$ cat src/rtl/nmiu_params.svh
/*
 * constants of the non-maskable interrupt unit: register offsets,
 * status word bit positions, cause codes, handler addresses, timing.
 * assumes inclusion by bare name from the package and the design.
 */
`ifndef NMIU_PARAMS_SVH
`define NMIU_PARAMS_SVH

// apb byte offsets
`define NMIU_OFS_RISE 12'h000
`define NMIU_OFS_FALL 12'h004
`define NMIU_OFS_WATCHDOG_MODE_REG 12'h008
`define NMIU_OFS_PSW 12'h00c
`define NMIU_OFS_FATAL_SAVED_PC 12'h010
`define NMIU_OFS_FATAL_SAVED_STATUS 12'h014
`define NMIU_OFS_ECR 12'h018
`define NMIU_OFS_STAT 12'h01c
`define NMIU_OFS_BSET 12'h020
`define NMIU_OFS_BCLR 12'h024

// status word bit positions
`define NMIU_PSW_ID 5
`define NMIU_PSW_EP 6
`define NMIU_PSW_NP 7

// watchdog mode kind select bit
`define NMIU_WATCHDOG_MODE_REG_KIND 4

// dedicated pin bit in the edge enable registers
`define NMIU_PIN_BIT 0

`define NMIU_CAUSE_PIN 16'h0010
`define NMIU_CAUSE_WDT 16'h0020
`define NMIU_VEC_PIN 32'h0000_0010
`define NMIU_VEC_WDT 32'h0000_0020

`define NMIU_PSW_RESET 32'h0000_0020
`define NMIU_BYTE_RESET 8'h00

// pin filter interval in ns, and derived cycle count at 5 ns
`define NMIU_FILTER_NS 100
`define NMIU_CLK_NS 5
`define NMIU_FILTER_CYC ((`NMIU_FILTER_NS + `NMIU_CLK_NS - 1) / `NMIU_CLK_NS)
`define NMIU_FCNT_W 6

// maskable request count
`define NMIU_NUM_MASK 8

`endif

$ cat src/rtl/nmiu_pkg.sv
/*
 * types of the non-maskable interrupt unit.
 * assumes nmiu_params.svh on the include path.
 */
`include "nmiu_params.svh"

package nmiu_pkg;

    typedef enum logic [1:0] {
        NMIU_IDLE = 2'b00,
        NMIU_SAVE = 2'b01,
        NMIU_VECT = 2'b10,
        NMIU_RET = 2'b11
    } nmiu_state_type;

    typedef struct packed {
        nmiu_state_type state;
        logic [7:0] riseEn;
        logic [7:0] fallEn;
        logic [7:0] wdtMode;
        logic [31:0] program_status_word;
        logic [31:0] fatalPc;
        logic [31:0] fatalPsw;
        logic [31:0] causeReg;
        logic pinSync;
        logic pinStable;
        logic [`NMIU_FCNT_W-1:0] filtCnt;
        logic pinPend;
        logic wdtPend;
        logic srcWdt;
        logic pcLoad;
        logic [31:0] pcValue;
        logic nmiTaken;
        logic maskReq;
        logic [2:0] maskId;
        logic wdtMaskOut;
        logic stopWake;
        logic [31:0] prdata;
        logic pready;
        logic pslverr;
    } nmiu_state_reg_type;

endpackage

$ cat src/rtl/nmiu_core.sv
/*
 * non-maskable interrupt unit: pin edge detect with filter, watchdog
 * routing, entry save and vectoring, pending hold, return restore,
 * maskable default-priority pick, apb register slave.
 * assumes the cpu core presents next and current pc and return pulses
 * synchronous to sys_clk and loads pc when pcLoad pulses.
 * assumes all inputs, the pin included, are synchronous to sys_clk,
 * that maskReqIn levels stay up until granted, and that software
 * keeps the active flag alone during service and selects no edge
 * while the shared port bit drives out.
 */
// Local design decisions: the register addresses and the APB interface to the registers.
`timescale 1ns/1ps

module nmiu_core
    import nmiu_pkg::*;
(
    // clock and reset
    input wire logic sys_clk,
    input wire logic rst_b,
    // apb slave
    input wire logic psel,
    input wire logic penable,
    input wire logic pwrite,
    input wire logic [11:0] paddr,
    input wire logic [31:0] pwdata,
    output logic [31:0] prdata,
    output logic pready,
    output logic pslverr,
    // sources
    input wire logic nmiPin,
    input wire logic watchdogOverflow,
    input wire logic stopMode,
    // maskable requests, bit 0 highest
    input wire logic [`NMIU_NUM_MASK-1:0] maskReqIn,
    // cpu core
    input wire logic [31:0] nextPc,
    input wire logic [31:0] currentPc,
    input wire logic divideActive,
    input wire logic returnFromInterrupt,
    // results
    output logic pcLoad,
    output logic [31:0] pcValue,
    output logic nmiTaken,
    output logic maskGrant,
    output logic [2:0] maskGrantId,
    output logic watchdogMaskReq,
    output logic stopWake,
    output logic [31:0] statusWord
);

    // register map, byte offsets on the apb:
    //   00 rising-edge enable, bit 0 is the dedicated pin
    //   04 falling-edge enable, bit 0 is the dedicated pin
    //   08 watchdog mode, bit 4 routes overflow as non-maskable
    //   0c status word: bit 5 disable, bit 6 exception, bit 7 active
    //   10 fatal saved pc, 14 fatal saved status
    //   18 cause, upper half written on entry
    //   1c status: filtered pin, pin pend, watchdog pend, last source
    //   20 bit set, 24 bit clear: wdata[7:0] rising, [15:8] falling
    // entry walk: idle (save pc, status) -> save (cause, flags)
    //   -> vect (pc load) -> idle; return walk: idle -> ret -> idle.
    // the status word write is refused while either walk runs, so a
    // software load can never tear a hardware update.
    // pin wins over watchdog when both pend; the other pend bit waits.
    nmiu_state_reg_type st_reg;
    nmiu_state_reg_type st_next;

    logic [7:0] wByte;
    logic [7:0] wSet;
    logic [7:0] wClr;
    logic setup;
    logic edgeRise;
    logic edgeFall;
    logic pinEvent;
    logic wdtFatal;
    logic npFlag;
    logic apbRead;
    logic apbWrite;
    logic fatalPend;
    logic maskOpen;

    always_comb begin
        st_next = st_reg;
        wByte = pwdata[7:0];
        wSet = pwdata[7:0];
        wClr = pwdata[15:8];
        setup = psel && !penable;
        npFlag = st_reg.program_status_word[`NMIU_PSW_NP];
        apbRead = setup && !pwrite;
        apbWrite = setup && pwrite;
        fatalPend = st_reg.pinPend || st_reg.wdtPend;
        maskOpen = !npFlag && !st_reg.program_status_word[`NMIU_PSW_ID] && !fatalPend &&
                   st_reg.state == NMIU_IDLE;
        st_next.pcLoad = 1'b0;
        st_next.nmiTaken = 1'b0;
        st_next.maskReq = 1'b0;
        st_next.stopWake = 1'b0;

        // filter: level must hold for the interval before it counts
        st_next.pinSync = nmiPin;
        edgeRise = 1'b0;
        edgeFall = 1'b0;
        if (stopMode) begin
            // clock-based filter bypassed; wake on raw enabled edge
            st_next.filtCnt = '0;
            if (st_reg.pinSync != st_reg.pinStable) begin
                st_next.pinStable = st_reg.pinSync;
                edgeRise = st_reg.pinSync;
                edgeFall = !st_reg.pinSync;
            end
        end else if (st_reg.pinSync == st_reg.pinStable) begin
            st_next.filtCnt = '0;
        end else if (st_reg.filtCnt ==
                     `NMIU_FCNT_W'(`NMIU_FILTER_CYC - 1)) begin
            st_next.filtCnt = '0;
            st_next.pinStable = st_reg.pinSync;
            edgeRise = st_reg.pinSync;
            edgeFall = !st_reg.pinSync;
        end else begin
            st_next.filtCnt = st_reg.filtCnt + `NMIU_FCNT_W'(1);
        end
        pinEvent = (edgeRise && st_reg.riseEn[`NMIU_PIN_BIT]) ||
                   (edgeFall && st_reg.fallEn[`NMIU_PIN_BIT]);
        if (pinEvent && stopMode) begin
            st_next.stopWake = 1'b1;
        end

        wdtFatal = watchdogOverflow && st_reg.wdtMode[`NMIU_WATCHDOG_MODE_REG_KIND];
        st_next.wdtMaskOut = watchdogOverflow &&
                             !st_reg.wdtMode[`NMIU_WATCHDOG_MODE_REG_KIND];

        // one pending bit per source; repeats merge into it
        if (pinEvent) begin
            st_next.pinPend = 1'b1;
        end
        if (wdtFatal) begin
            st_next.wdtPend = 1'b1;
        end

        // maskable pick only when not disabled and not in fatal service
        if (maskOpen) begin
            for (int i = `NMIU_NUM_MASK - 1; i >= 0; i--) begin
                if (maskReqIn[i]) begin
                    st_next.maskReq = 1'b1;
                    st_next.maskId = 3'(i);
                end
            end
        end

        unique case (st_reg.state)
            NMIU_IDLE: begin
                // disable flag not consulted for fatal requests
                if (!npFlag && fatalPend) begin
                    st_next.srcWdt = !st_reg.pinPend;
                    if (st_reg.pinPend) begin
                        st_next.pinPend = pinEvent;
                    end else begin
                        st_next.wdtPend = wdtFatal;
                    end
                    // a divide in flight is restarted, so its own pc is saved
                    if (divideActive) begin
                        st_next.fatalPc = currentPc;
                    end else begin
                        st_next.fatalPc = nextPc;
                    end
                    st_next.fatalPsw = st_reg.program_status_word;
                    st_next.state = NMIU_SAVE;
                end else if (returnFromInterrupt && npFlag &&
                             !st_reg.program_status_word[`NMIU_PSW_EP]) begin
                    st_next.state = NMIU_RET;
                end
            end
            NMIU_SAVE: begin
                // lower half of the cause register is left to software
                if (st_reg.srcWdt) begin
                    st_next.causeReg[31:16] = `NMIU_CAUSE_WDT;
                end else begin
                    st_next.causeReg[31:16] = `NMIU_CAUSE_PIN;
                end
                st_next.program_status_word[`NMIU_PSW_NP] = 1'b1;
                st_next.program_status_word[`NMIU_PSW_ID] = 1'b1;
                st_next.program_status_word[`NMIU_PSW_EP] = 1'b0;
                st_next.state = NMIU_VECT;
            end
            NMIU_VECT: begin
                // handler load comes last, after cause and flags settle
                if (st_reg.srcWdt) begin
                    st_next.pcValue = `NMIU_VEC_WDT;
                end else begin
                    st_next.pcValue = `NMIU_VEC_PIN;
                end
                st_next.pcLoad = 1'b1;
                st_next.nmiTaken = 1'b1;
                st_next.state = NMIU_IDLE;
            end
            NMIU_RET: begin
                // restore both in the same cycle as the jump; pending sources wait
                st_next.program_status_word = st_reg.fatalPsw;
                st_next.pcValue = st_reg.fatalPc;
                st_next.pcLoad = 1'b1;
                st_next.state = NMIU_IDLE;
            end
        endcase

        // apb: one wait-free access, answer in the access cycle
        st_next.pready = setup;
        st_next.pslverr = 1'b0;
        if (apbRead) begin
            unique case (paddr)
                `NMIU_OFS_RISE: begin
                    st_next.prdata = {24'h0, st_reg.riseEn};
                end
                `NMIU_OFS_FALL: begin
                    st_next.prdata = {24'h0, st_reg.fallEn};
                end
                `NMIU_OFS_WATCHDOG_MODE_REG: begin
                    st_next.prdata = {24'h0, st_reg.wdtMode};
                end
                `NMIU_OFS_PSW: begin
                    st_next.prdata = st_reg.program_status_word;
                end
                `NMIU_OFS_FATAL_SAVED_PC: begin
                    st_next.prdata = st_reg.fatalPc;
                end
                `NMIU_OFS_FATAL_SAVED_STATUS: begin
                    st_next.prdata = st_reg.fatalPsw;
                end
                `NMIU_OFS_ECR: begin
                    st_next.prdata = st_reg.causeReg;
                end
                `NMIU_OFS_STAT: begin
                    st_next.prdata = {28'h0, st_reg.srcWdt, st_reg.wdtPend,
                                      st_reg.pinPend, st_reg.pinStable};
                end
                `NMIU_OFS_BSET, `NMIU_OFS_BCLR: begin
                    st_next.prdata = {16'h0, st_reg.fallEn, st_reg.riseEn};
                end
                default: begin
                    st_next.prdata = 32'h0;
                    st_next.pslverr = 1'b1;
                end
            endcase
        end else if (apbWrite) begin
            st_next.prdata = 32'h0;
            unique case (paddr)
                `NMIU_OFS_RISE: begin
                    st_next.riseEn = wByte;
                end
                `NMIU_OFS_FALL: begin
                    st_next.fallEn = wByte;
                end
                `NMIU_OFS_WATCHDOG_MODE_REG: begin
                    st_next.wdtMode = wByte;
                end
                `NMIU_OFS_PSW: begin
                    // software load of status word; hardware update wins
                    if (st_reg.state == NMIU_IDLE &&
                        st_next.state == NMIU_IDLE) begin
                        st_next.program_status_word = pwdata;
                    end
                end
                `NMIU_OFS_FATAL_SAVED_PC: begin
                    st_next.fatalPc = pwdata;
                end
                `NMIU_OFS_FATAL_SAVED_STATUS: begin
                    st_next.fatalPsw = pwdata;
                end
                `NMIU_OFS_ECR: begin
                    // the entry walk owns the upper half in this cycle
                    if (st_reg.state != NMIU_SAVE) begin
                        st_next.causeReg = pwdata;
                    end
                end
                `NMIU_OFS_BSET: begin
                    st_next.riseEn = st_reg.riseEn | wSet;
                    st_next.fallEn = st_reg.fallEn | wClr;
                end
                `NMIU_OFS_BCLR: begin
                    st_next.riseEn = st_reg.riseEn & ~wSet;
                    st_next.fallEn = st_reg.fallEn & ~wClr;
                end
                `NMIU_OFS_STAT: begin
                    // status is read-only; the write is dropped quietly
                    st_next.pslverr = 1'b0;
                end
                default: begin
                    st_next.pslverr = 1'b1;
                end
            endcase
        end

        if (!rst_b) begin
            // every field named so a new one gets a deliberate value
            st_next.state = NMIU_IDLE;
            st_next.riseEn = `NMIU_BYTE_RESET;
            st_next.fallEn = `NMIU_BYTE_RESET;
            st_next.wdtMode = `NMIU_BYTE_RESET;
            st_next.program_status_word = `NMIU_PSW_RESET;
            st_next.fatalPc = '0;
            st_next.fatalPsw = '0;
            st_next.causeReg = '0;
            st_next.pinSync = '0;
            st_next.pinStable = '0;
            st_next.filtCnt = '0;
            st_next.pinPend = '0;
            st_next.wdtPend = '0;
            st_next.srcWdt = '0;
            st_next.pcLoad = '0;
            st_next.pcValue = '0;
            st_next.nmiTaken = '0;
            st_next.maskReq = '0;
            st_next.maskId = '0;
            st_next.wdtMaskOut = '0;
            st_next.stopWake = '0;
            st_next.prdata = '0;
            st_next.pready = '0;
            st_next.pslverr = '0;
        end
    end

    always_ff @(posedge sys_clk) begin
        st_reg <= st_next;
    end

    // every output straight from its flip-flop
    assign prdata = st_reg.prdata;
    assign pready = st_reg.pready;
    assign pslverr = st_reg.pslverr;
    assign pcLoad = st_reg.pcLoad;
    assign pcValue = st_reg.pcValue;
    assign nmiTaken = st_reg.nmiTaken;
    assign maskGrant = st_reg.maskReq;
    assign maskGrantId = st_reg.maskId;
    assign watchdogMaskReq = st_reg.wdtMaskOut;
    assign stopWake = st_reg.stopWake;
    assign statusWord = st_reg.program_status_word;

endmodule

$ cat config.mk
export PLATFORM = sky130hd
export DESIGN_NAME = nmiu_core
export DESIGN_NICKNAME = d
export VERILOG_FILES = /design/src/rtl/nmiu_pkg.sv /design/src/rtl/nmiu_core.sv
export VERILOG_INCLUDE_DIRS = /design/src /design/src/rtl
export SDC_FILE = /design/constraint.sdc
export NUM_CORES = 1
export LEC_CHECK = 0
export BUFFER_PORTS_ARGS = -buffer_cell sky130_fd_sc_hd__buf_4
export CAP_MARGIN = 20
export CORE_MARGIN = 2
export CORE_UTILIZATION = 50
export DETAILED_ROUTE_END_ITERATION = 10
export PLACE_DENSITY = 0.85
export SETUP_SLACK_MARGIN = 0.02
export SYNTH_ARGS = -nofsm -noshare
export SYNTH_HDL_FRONTEND = slang
export SYNTH_SLANG_ARGS = --single-unit
export TNS_END_PERCENT = 10
$ cat constraint.sdc
create_clock -name sys_clk -period 3.36 [get_ports sys_clk]
set_input_delay 0.168 -clock sys_clk [delete_from_list [all_inputs] [get_ports sys_clk]]
set_output_delay 0.168 -clock sys_clk [all_outputs]
set_load 0.01 [all_outputs]
* Word level (Yosys, flattened, before mapping) *
Cells that the tools add are included.

word-level totals
  register bits = 239
  bits of input ports = 126
  output and inout bits = 106
  logic and storage cells = 158

cells by class
  $add $sub $neg = 1
  eq/ne operators = 18
  muxes and demuxes = 59
  bitwise operators = 8
  reduce and logical (&&, ||, !) cells = 47

operators with widths
  kind                   number
  $mux W32               9
  $pmux W32 S9           1
  $mux W128              2
  $mux W64               2
  $pmux W33 S2           1
  $eq A12 B5 Y1 const B  4
  $pmux W8 S3            2
  $mux W4                8
  $eq A12 B4 Y1 const B  2
  $eq A12 B6 Y1 const B  2
  $mux W24               1
  $mux W6                4
  $mux W1                20
  $and A8 B8 Y8          2
  $mux W16               1
  $not A8 Y8             2
  $or A8 B8 Y8           2
  $logic_and A1 B1 Y1    15
  $eq A12 B3 Y1 const B  1
  $logic_not A12 Y1      1
  $reduce_and A3 Y1      4
  $reduce_or A10 Y1      1
  $logic_not A1 Y1       9
  $reduce_bool A8 Y1     1
  23 further kinds       36

* Longest topological paths before layout *
Gate-level depths: netlist of the first run.

  word-level depth = 11
  gate-level depth with buffers = 10
  gate-level depth less buffers = 6

* Worst setup path after synthesis of the first run *
Ideal clock, no wire load.

  path kind = input-to-reg
  start = in paddr[11]
  end = reg st_reg (netlist bit statusWord[12])
  setup time = 146 ps
  data arrival time = 1698 ps
  required time = 3214 ps
  setup slack = 1515 ps
  stages on the path = 6
  path buffers = 1
  cell sequence = or4_1 nor4_4 nand4b_4 buf_2 nor2_1 a211oi_2

on the way
  longest elaborated chain between the ends = 4

RTL lines
  element               line              source
  start, declared       nmiu_core.sv:25   input wire logic [11:0] paddr,
  $eq A12 B4 Y1         nmiu_core.sv:246  unique case (paddr)
  $mux W32              nmiu_core.sv:246
  $mux W128             nmiu_core.sv:244  end else if (apbWrite) begin
  $mux W128             nmiu_core.sv:209  if (apbRead) begin
  end signal, assigned  nmiu_core.sv:323  st_reg <= st_next;
  end, declared         nmiu_core.sv:66   nmiu_state_reg_type st_reg;

Every way passes these cells.
A chain may end at the register's enable or synchronous reset.

* Final worst setup path of the first run *
  start = reg st_reg[237] (netlist bit)
  end = reg st_reg[137] (netlist bit)

on the way
  longest elaborated chain between the ends = 5

RTL lines
  element               line              source
  $logic_not A2 Y1 (*)  nmiu_core.sv:151  unique case (st_reg.state)
  $mux W64 (*)          nmiu_core.sv:151
  $mux W32              nmiu_core.sv:246
  $mux W128             nmiu_core.sv:244
  $mux W128 (*)         nmiu_core.sv:209

Every way passes the cells marked *; elsewhere a longest branch is shown, timed or not.

==> impl_metrics.ini, run 1 <==
[yosys]
yosysSeqAreaShare_pct = 39.98
avgSynthCellArea_um2 = 8.690
yosys.cell_count.top_type = dfxtp_1
ys_warn_count = 0
synth_top_area_cell = dfxtp_1
synth.top_cell.area_share_pct = 39.98
synth_edf_count = 0
synthTopCellsByArea = dfxtp_1 (40%), mux2i_1 (11%), buf_4 (6.2%), nand2_1 (6.1%), nor2_1 (3.7%)
syn_area_mm2 = 0.01197
synth_cells = 1377
ys_types = 64
ys.flop_type = dfxtp_1
synth-async-reset-ratio_pct = 0
ys_ff_latch = 239
syn_nets = 1506
synth_commonest_cells = dfxtp_1 (239), nand2_1 (195), mux2i_1 (128)

[place]
dp_cells = 1752
port-buffer-count = 231
hpwl_um = 26340
gp_congestion = 0.9718

[floorplanning]
dieWidth_um = 158.7
io_pins = 232
die_area_mm2 = 0.02519
coreArea_mm2 = 0.02347
initial_utilization_pct = 50.98
dieHeight_um = 158.7
rows = 56

[grt]
grt_pass1_wl_um = 59970
grt_use_total_pct = 29.30
grt_pass1_vias = 10696
antenna_found_initial = 0
grt_max_degree = 65
overflow = 0

[timing]
rsz0062_at_grt = false
slew_headroom_pct = 41.94
finalSetupViolCount = 0
period_share_pct = 69.33
drv_slew = 0
tns_ns = 0
tightest_slew_ns = 0.8642
final_hold_viol_count = 0
fin_crit_ns = 2.329
finClkSkew_ns = 0.01308
clock.fmax_mhz = 429.3

[critical_path]
critPathLaunchType = flip-flop
max_stage_delay_ns = 0.49
timing.rr.end = st_reg[137]
crit_family = simple AND/OR/NAND/NOR gates
cp_slowest_cell = nor2_4
worst-path-buf-inv = 2
path_common_cell = buf_4
critical_path_class = flip-flop to flip-flop
crit_required_ns = 3.74
crit_path_end = st_reg[137]
cp.arrival_ns = 2.71
cp.depth = 6
crit_start = st_reg[237]
cp_max_fo = 26
worst_setup_path_end_kind = flip-flop
cp_cell_sequence = buf_4 -> or3_1 -> nor2_4 -> buf_4 -> mux2i_1 -> a211oi_1
r2r_start = st_reg[237]
ff2ff_path_depth = 6
r2r_slack_ns = 1.03

[clock_network]
tritoncts = built
post-cts-setup-buffers = 0
cts.sinks = 239
root_buffer = clkbuf_16
worstSkewPairLatency_ns = 0.53
cts_buffer_depth = 3
cts_made_buffers = 26
post_cts_resized = 0
clk_pin_slew_ns = 0.06
htreeDepth = 1

[run_status]
status = complete, no violations

[cells_and_area]
insertedDiodeCount = 0
drive_gt1_share_pct = 24.72
multi_input_area_mm2 = 0.005976
fill_cells = 1888
regArea_mm2 = 0.004785
nets = 1631
layout.cells.non_filler = 1840
largest_reg_flops = 133
area_growth_pct = 21.89

[power_and_ir_drop]
leakagePower_nw = 5.846
power_density_mw_per_mm2 = 440.7
max-vdd-ir-drop_mv = 0.3087

[detailed_routing]
initialDrtViolationCount = 1313
post_drt_wl_per_cell_um = 20.95
num_vias = 11266
drc = 0
ant_nets = 0
routed_wl_um = 38550
drtPass1Iterations = 8
routed_via_density = 6.123

[min_path]
hold_class = input pin to flip-flop
whs_path_depth = 3

[flow_run]
drv_cap = 0
## area by class of cell
cell class	count	share of cell area (%)
Multi-Input combinational cell	921	40.97
Inverter	9	0.2488
Clock buffer	31	5.009
Clock inverter	16	1.578
Sequential cell	239	32.80
Timing Repair Buffer	305	16.66
Tap cell	319	2.736
## tightest hold or removal path, cell delays in order
cell and delay [ns]:
buf_4 0.09, o311ai_0 0.12, a21oi_1 0.14
## kinds of logic after synthesis
family	synth area share (%)
mux	12.40
compound gates	21.10
flops	39.98
fa+ha+maj	0.3137
buf+inv	10.34
simple gates	15.57
xor+xnor	0.2928
## repair_timing
item                                    in CTS  in global routing
hold buffers                                41                  0
hold endpoints to repair                   117                  0
endpoints found under the setup margin       0                  0
## layer usage
metal  global-route usage (%)  up-vias  part of all wire [%]
met4                    11.18        0                   3.6
li1                         -     5090                     -
met1                    38.84     5348                    40
met2                    47.58      712                    46
met3                    5.251      116                    10
met5                        0        -                     0
## power breakdown
part | internal, W | leakage (nW) | switching, W
Clock | 0.00195 | 0.476 | 0.00123
Sequential | 0.00284 | 1.92 | 0.00000193
Combinational | 0.000183 | 3.44 | 0.000235
## worst min path at each step
stage,start,endpoint,slack (ns)
final,maskReqIn[3],maskGrantId[1],0.04
after global routing,maskReqIn[3],maskGrantId[0],0.04
after CTS,maskReqIn[3],maskGrantId[0],0.02
after detailed placement,nmiPin,st_reg[84],0.38
after global placement,nmiPin,st_reg[84],0.38
after floorplan,watchdogOverflow,watchdogMaskReq,0.28
## placed cells by master (no fill, tap or decap), types with 40 or more instances in the layout
cell type and instances:
dlygate4sd3_1 41, a211oi_1 42, buf_4 261, o21ai_0 72, mux2i_1 128, a21oi_1 70, dfxtp_1 239, nand2_1 194
o211ai_1 40, nor2_1 114
## per-stage QoR
step | cell area (µm²) | setup slack [ns] | power [W] | util [%] | hold slack [ns]
final | 14590 | 1.031 | 0.006429 | 62.14 | 0.03518
after global routing | 14590 | 0.9874 | 0.006587 | 62.14 | 0.04177
after CTS | 14590 | 1.056 | 0.006429 | 62.14 | 0.02361
after detailed placement | 13220 | 0.8120 | 0.003270 | 56.30 | 0.3791
after global placement | 13220 | 0.9044 | 0.003266 | 56.30 | 0.3796
after floorplan | 11970 | 1.515 | 0.003062 | - | 0.2818
Note: power is estimated with default switching activity, not from simulation.
==> inputs of run 2 (changes only) <==
- ABC_AREA: unset -> 1
- clock period: 3.36 -> 2.3 ns (I/O delays scaled with it)
==> run 2 against run 1 <==
Against the previous run:
- sequential share of layout area down 0.44 points
- register-to-register slack got worse by 0.66 ns
- global-route usage shrank 0.29 points
- clock skew is 0.0053 ns lower
- power increased by 37%
- die area is 3.1% higher
- synthesized cell count increased by 29%
- largest cell class unchanged
- synthesized area up 3.2%
==> impl_metrics.ini, run 2 <==
[run_status]
status = complete, no violations

[timing]
final_hold_viol_count = 0
tns_ns = 0
finClkSkew_ns = 0.007776
clock.fmax_mhz = 517.2
period_share_pct = 84.06
drv_slew = 0
slew_headroom_pct = 59.06
finalSetupViolCount = 0
fin_crit_ns = 1.933
tightest_slew_ns = 0.6141
rsz0062_at_grt = false

[clock_network]
worstSkewPairLatency_ns = 0.54
cts.sinks = 239
root_buffer = clkbuf_16
post-cts-setup-buffers = 0
htreeDepth = 1
clk_pin_slew_ns = 0.06
post_cts_resized = 0
cts_buffer_depth = 3
cts_made_buffers = 26
cts_hold_buf = 43
tritoncts = built

[cells_and_area]
final_cell_mix = nand2_1 (346), buf_4 (253), o21ai_0 (250)
drive_gt1_share_pct = 18.22
area_growth_pct = 19.74
nets = 2026
final_common_cell = nand2_1
largest_reg_flops = 133
insertedDiodeCount = 0

[grt]
grt_pass1_wl_um = 60950
grt_max_degree = 72
met2_usage_pct = 48.67
overflow = 0
grt_use_total_pct = 29.02
busiest_layer = met2
grtUsageMet3_pct = 5.085
met1_usage_pct = 37.18
grt_pass1_vias = 11768
antenna_found_initial = 0

[min_path]
hold_class = input pin to flip-flop
whs_path_depth = 2

[detailed_routing]
routed_via_density = 5.646
post_drt_wl_per_cell_um = 17.53
ant_nets = 0
drc = 0
routed_wl_um = 39240
initialDrtViolationCount = 1363
num_vias = 12642
drtPass1Iterations = 6

[yosys]
yosys.cell_count.top_type = nand2_1
ys.flop_type = dfxtp_1
synth_top_family_by_area = simple AND/OR/NAND/NOR gates
ys_warn_count = 0
synth.top_cell.area_share_pct = 38.75
ys_types = 37
synth_commonest_cells = nand2_1 (346), o21ai_0 (250), dfxtp_1 (239)
yosys.area_share.simple_pct = 21.51
synth_edf_count = 0
synth_mux_area_share_pct = 2.594
syn_nets = 1904
synth_top_area_cell = dfxtp_1
yosys.area_share.adder_pct = 0.3040
synth_xor_area_share_pct = 0.07093
ys_ff_latch = 239
synthTopCellsByArea = dfxtp_1 (39%), nand2_1 (11%), o21ai_0 (10%), a21oi_1 (7.9%), buf_4 (6.7%)
avgSynthCellArea_um2 = 6.957
synth-async-reset-ratio_pct = 0
synth_cells = 1775
yosysSeqAreaShare_pct = 38.75
syn_area_mm2 = 0.01235
synth_compound_area_share_pct = 21.38

[critical_path]
max_stage_delay_ns = 0.43
crit_family = buffers and inverters
cp_slowest_cell = dfxtp_1
cp.depth = 9
cp.arrival_ns = 2.40
critPathLaunchType = flip-flop
ff2ff_path_depth = 9
crit_required_ns = 2.77
critical_path_class = flip-flop to flip-flop
cp_cell_sequence = inv_1 -> o21ai_1 -> nand2_1 -> nor3_1 -> nand3_1 -> inv_2 -> buf_12 -> o21ai_0 -> a21oi_1
cp_max_fo = 56
worst_setup_path_end_kind = flip-flop
worst-path-buf-inv = 3

[power_and_ir_drop]
leakagePower_nw = 6.216
power_w = 0.008786
power_density_mw_per_mm2 = 594.2
max-vdd-ir-drop_mv = 0.4245

[place]
gp_congestion = 0.9779
port-buffer-count = 231
hpwl_um = 25830

[floorplanning]
coreArea_mm2 = 0.02425
initial_utilization_pct = 50.92
dieWidth_um = 161.2
die_area_mm2 = 0.02597
dieHeight_um = 161.2
io_pins = 232
rows = 57

[flow_run]
drv_cap = 0
## run 2: cell count changes in the layout (fill, tap and decap cells not counted), moves of 16 or more
cell,delta
mux2_2,-16
inv_1,+145
nand2_1,+152
mux2i_1,-96
a22oi_1,-26
o21ai_1,+51
a211oi_2,-29
o21ai_0,+178
o211ai_1,-38
nor2_1,-60
a21oi_1,+126
nand3_1,+127
a22o_1,-33
a211oi_1,-38
## run 2: worst paths after layout
kind	end	from	slack, ns
max reg2reg	statusWord[23]	statusWord[7]	0.37
min reg2reg	st_reg[220]	st_reg[220]	0.45
max	statusWord[23]	statusWord[7]	0.37
min	statusWord[5]	rst_b	0.02
## run 2: kinds of logic (layout without fill, tap and decap cells)
family | after synthesis | after routing
fa+ha+maj | 3 | 3
compound gates | 516 | 516
xor+xnor | 1 | 1
mux | 32 | 32
simple gates | 607 | 607
flops | 239 | 239
buf+inv | 377 | 517
## run 2: layout make-up
type | instances | area, µm²
clock buffer | 37 | 732.0
clock inverter | 9 | 90.09
fill | 2148 | 9463
inverter | 168 | 630.6
multi-input combinational | 1159 | 5673
sequential | 239 | 4785
tap | 324 | 405.4
timing repair buffer | 303 | 2470
## run 2: routing by layer
metal	vias to the layer above	part of all wire, %
met3	112	9.8
met5	-	0
li1	5993	-
met2	685	47
met1	5852	39
met4	0	3.9
## run 2: worst reg2reg max path, stage by stage, from the launching register on
cell and delay [ns]:
dfxtp_1 0.43, inv_1 0.06, o21ai_1 0.17, nand2_1 0.13, nor3_1 0.15, nand3_1 0.15
inv_2 0.17, buf_12 0.27, o21ai_0 0.17, a21oi_1 0.16
## run 2: through the flow
step	setup WS [ns]	instance area (µm²)	util (%)	hold WS, ns	cells
3_3_place_gp	0.4208	13530	55.81	0.3046	2150
5_1_grt	0.1928	14790	60.98	0.04946	2239
2_1_floorplan	0.7614	12350	-	0.2126	1775
3_5_place_dp	0.3448	13530	55.81	0.3234	2150
6_report	0.3666	14790	60.98	0.01759	2239
4_1_cts	0.4173	14790	60.98	0.01077	2239
## run 2: where the power goes
group	leakage, nW	internal, W	switching (W)
sequential	1.92	0.00415	0.00000403
combinational	3.89	0.000264	0.000314
clock	0.399	0.00233	0.00173
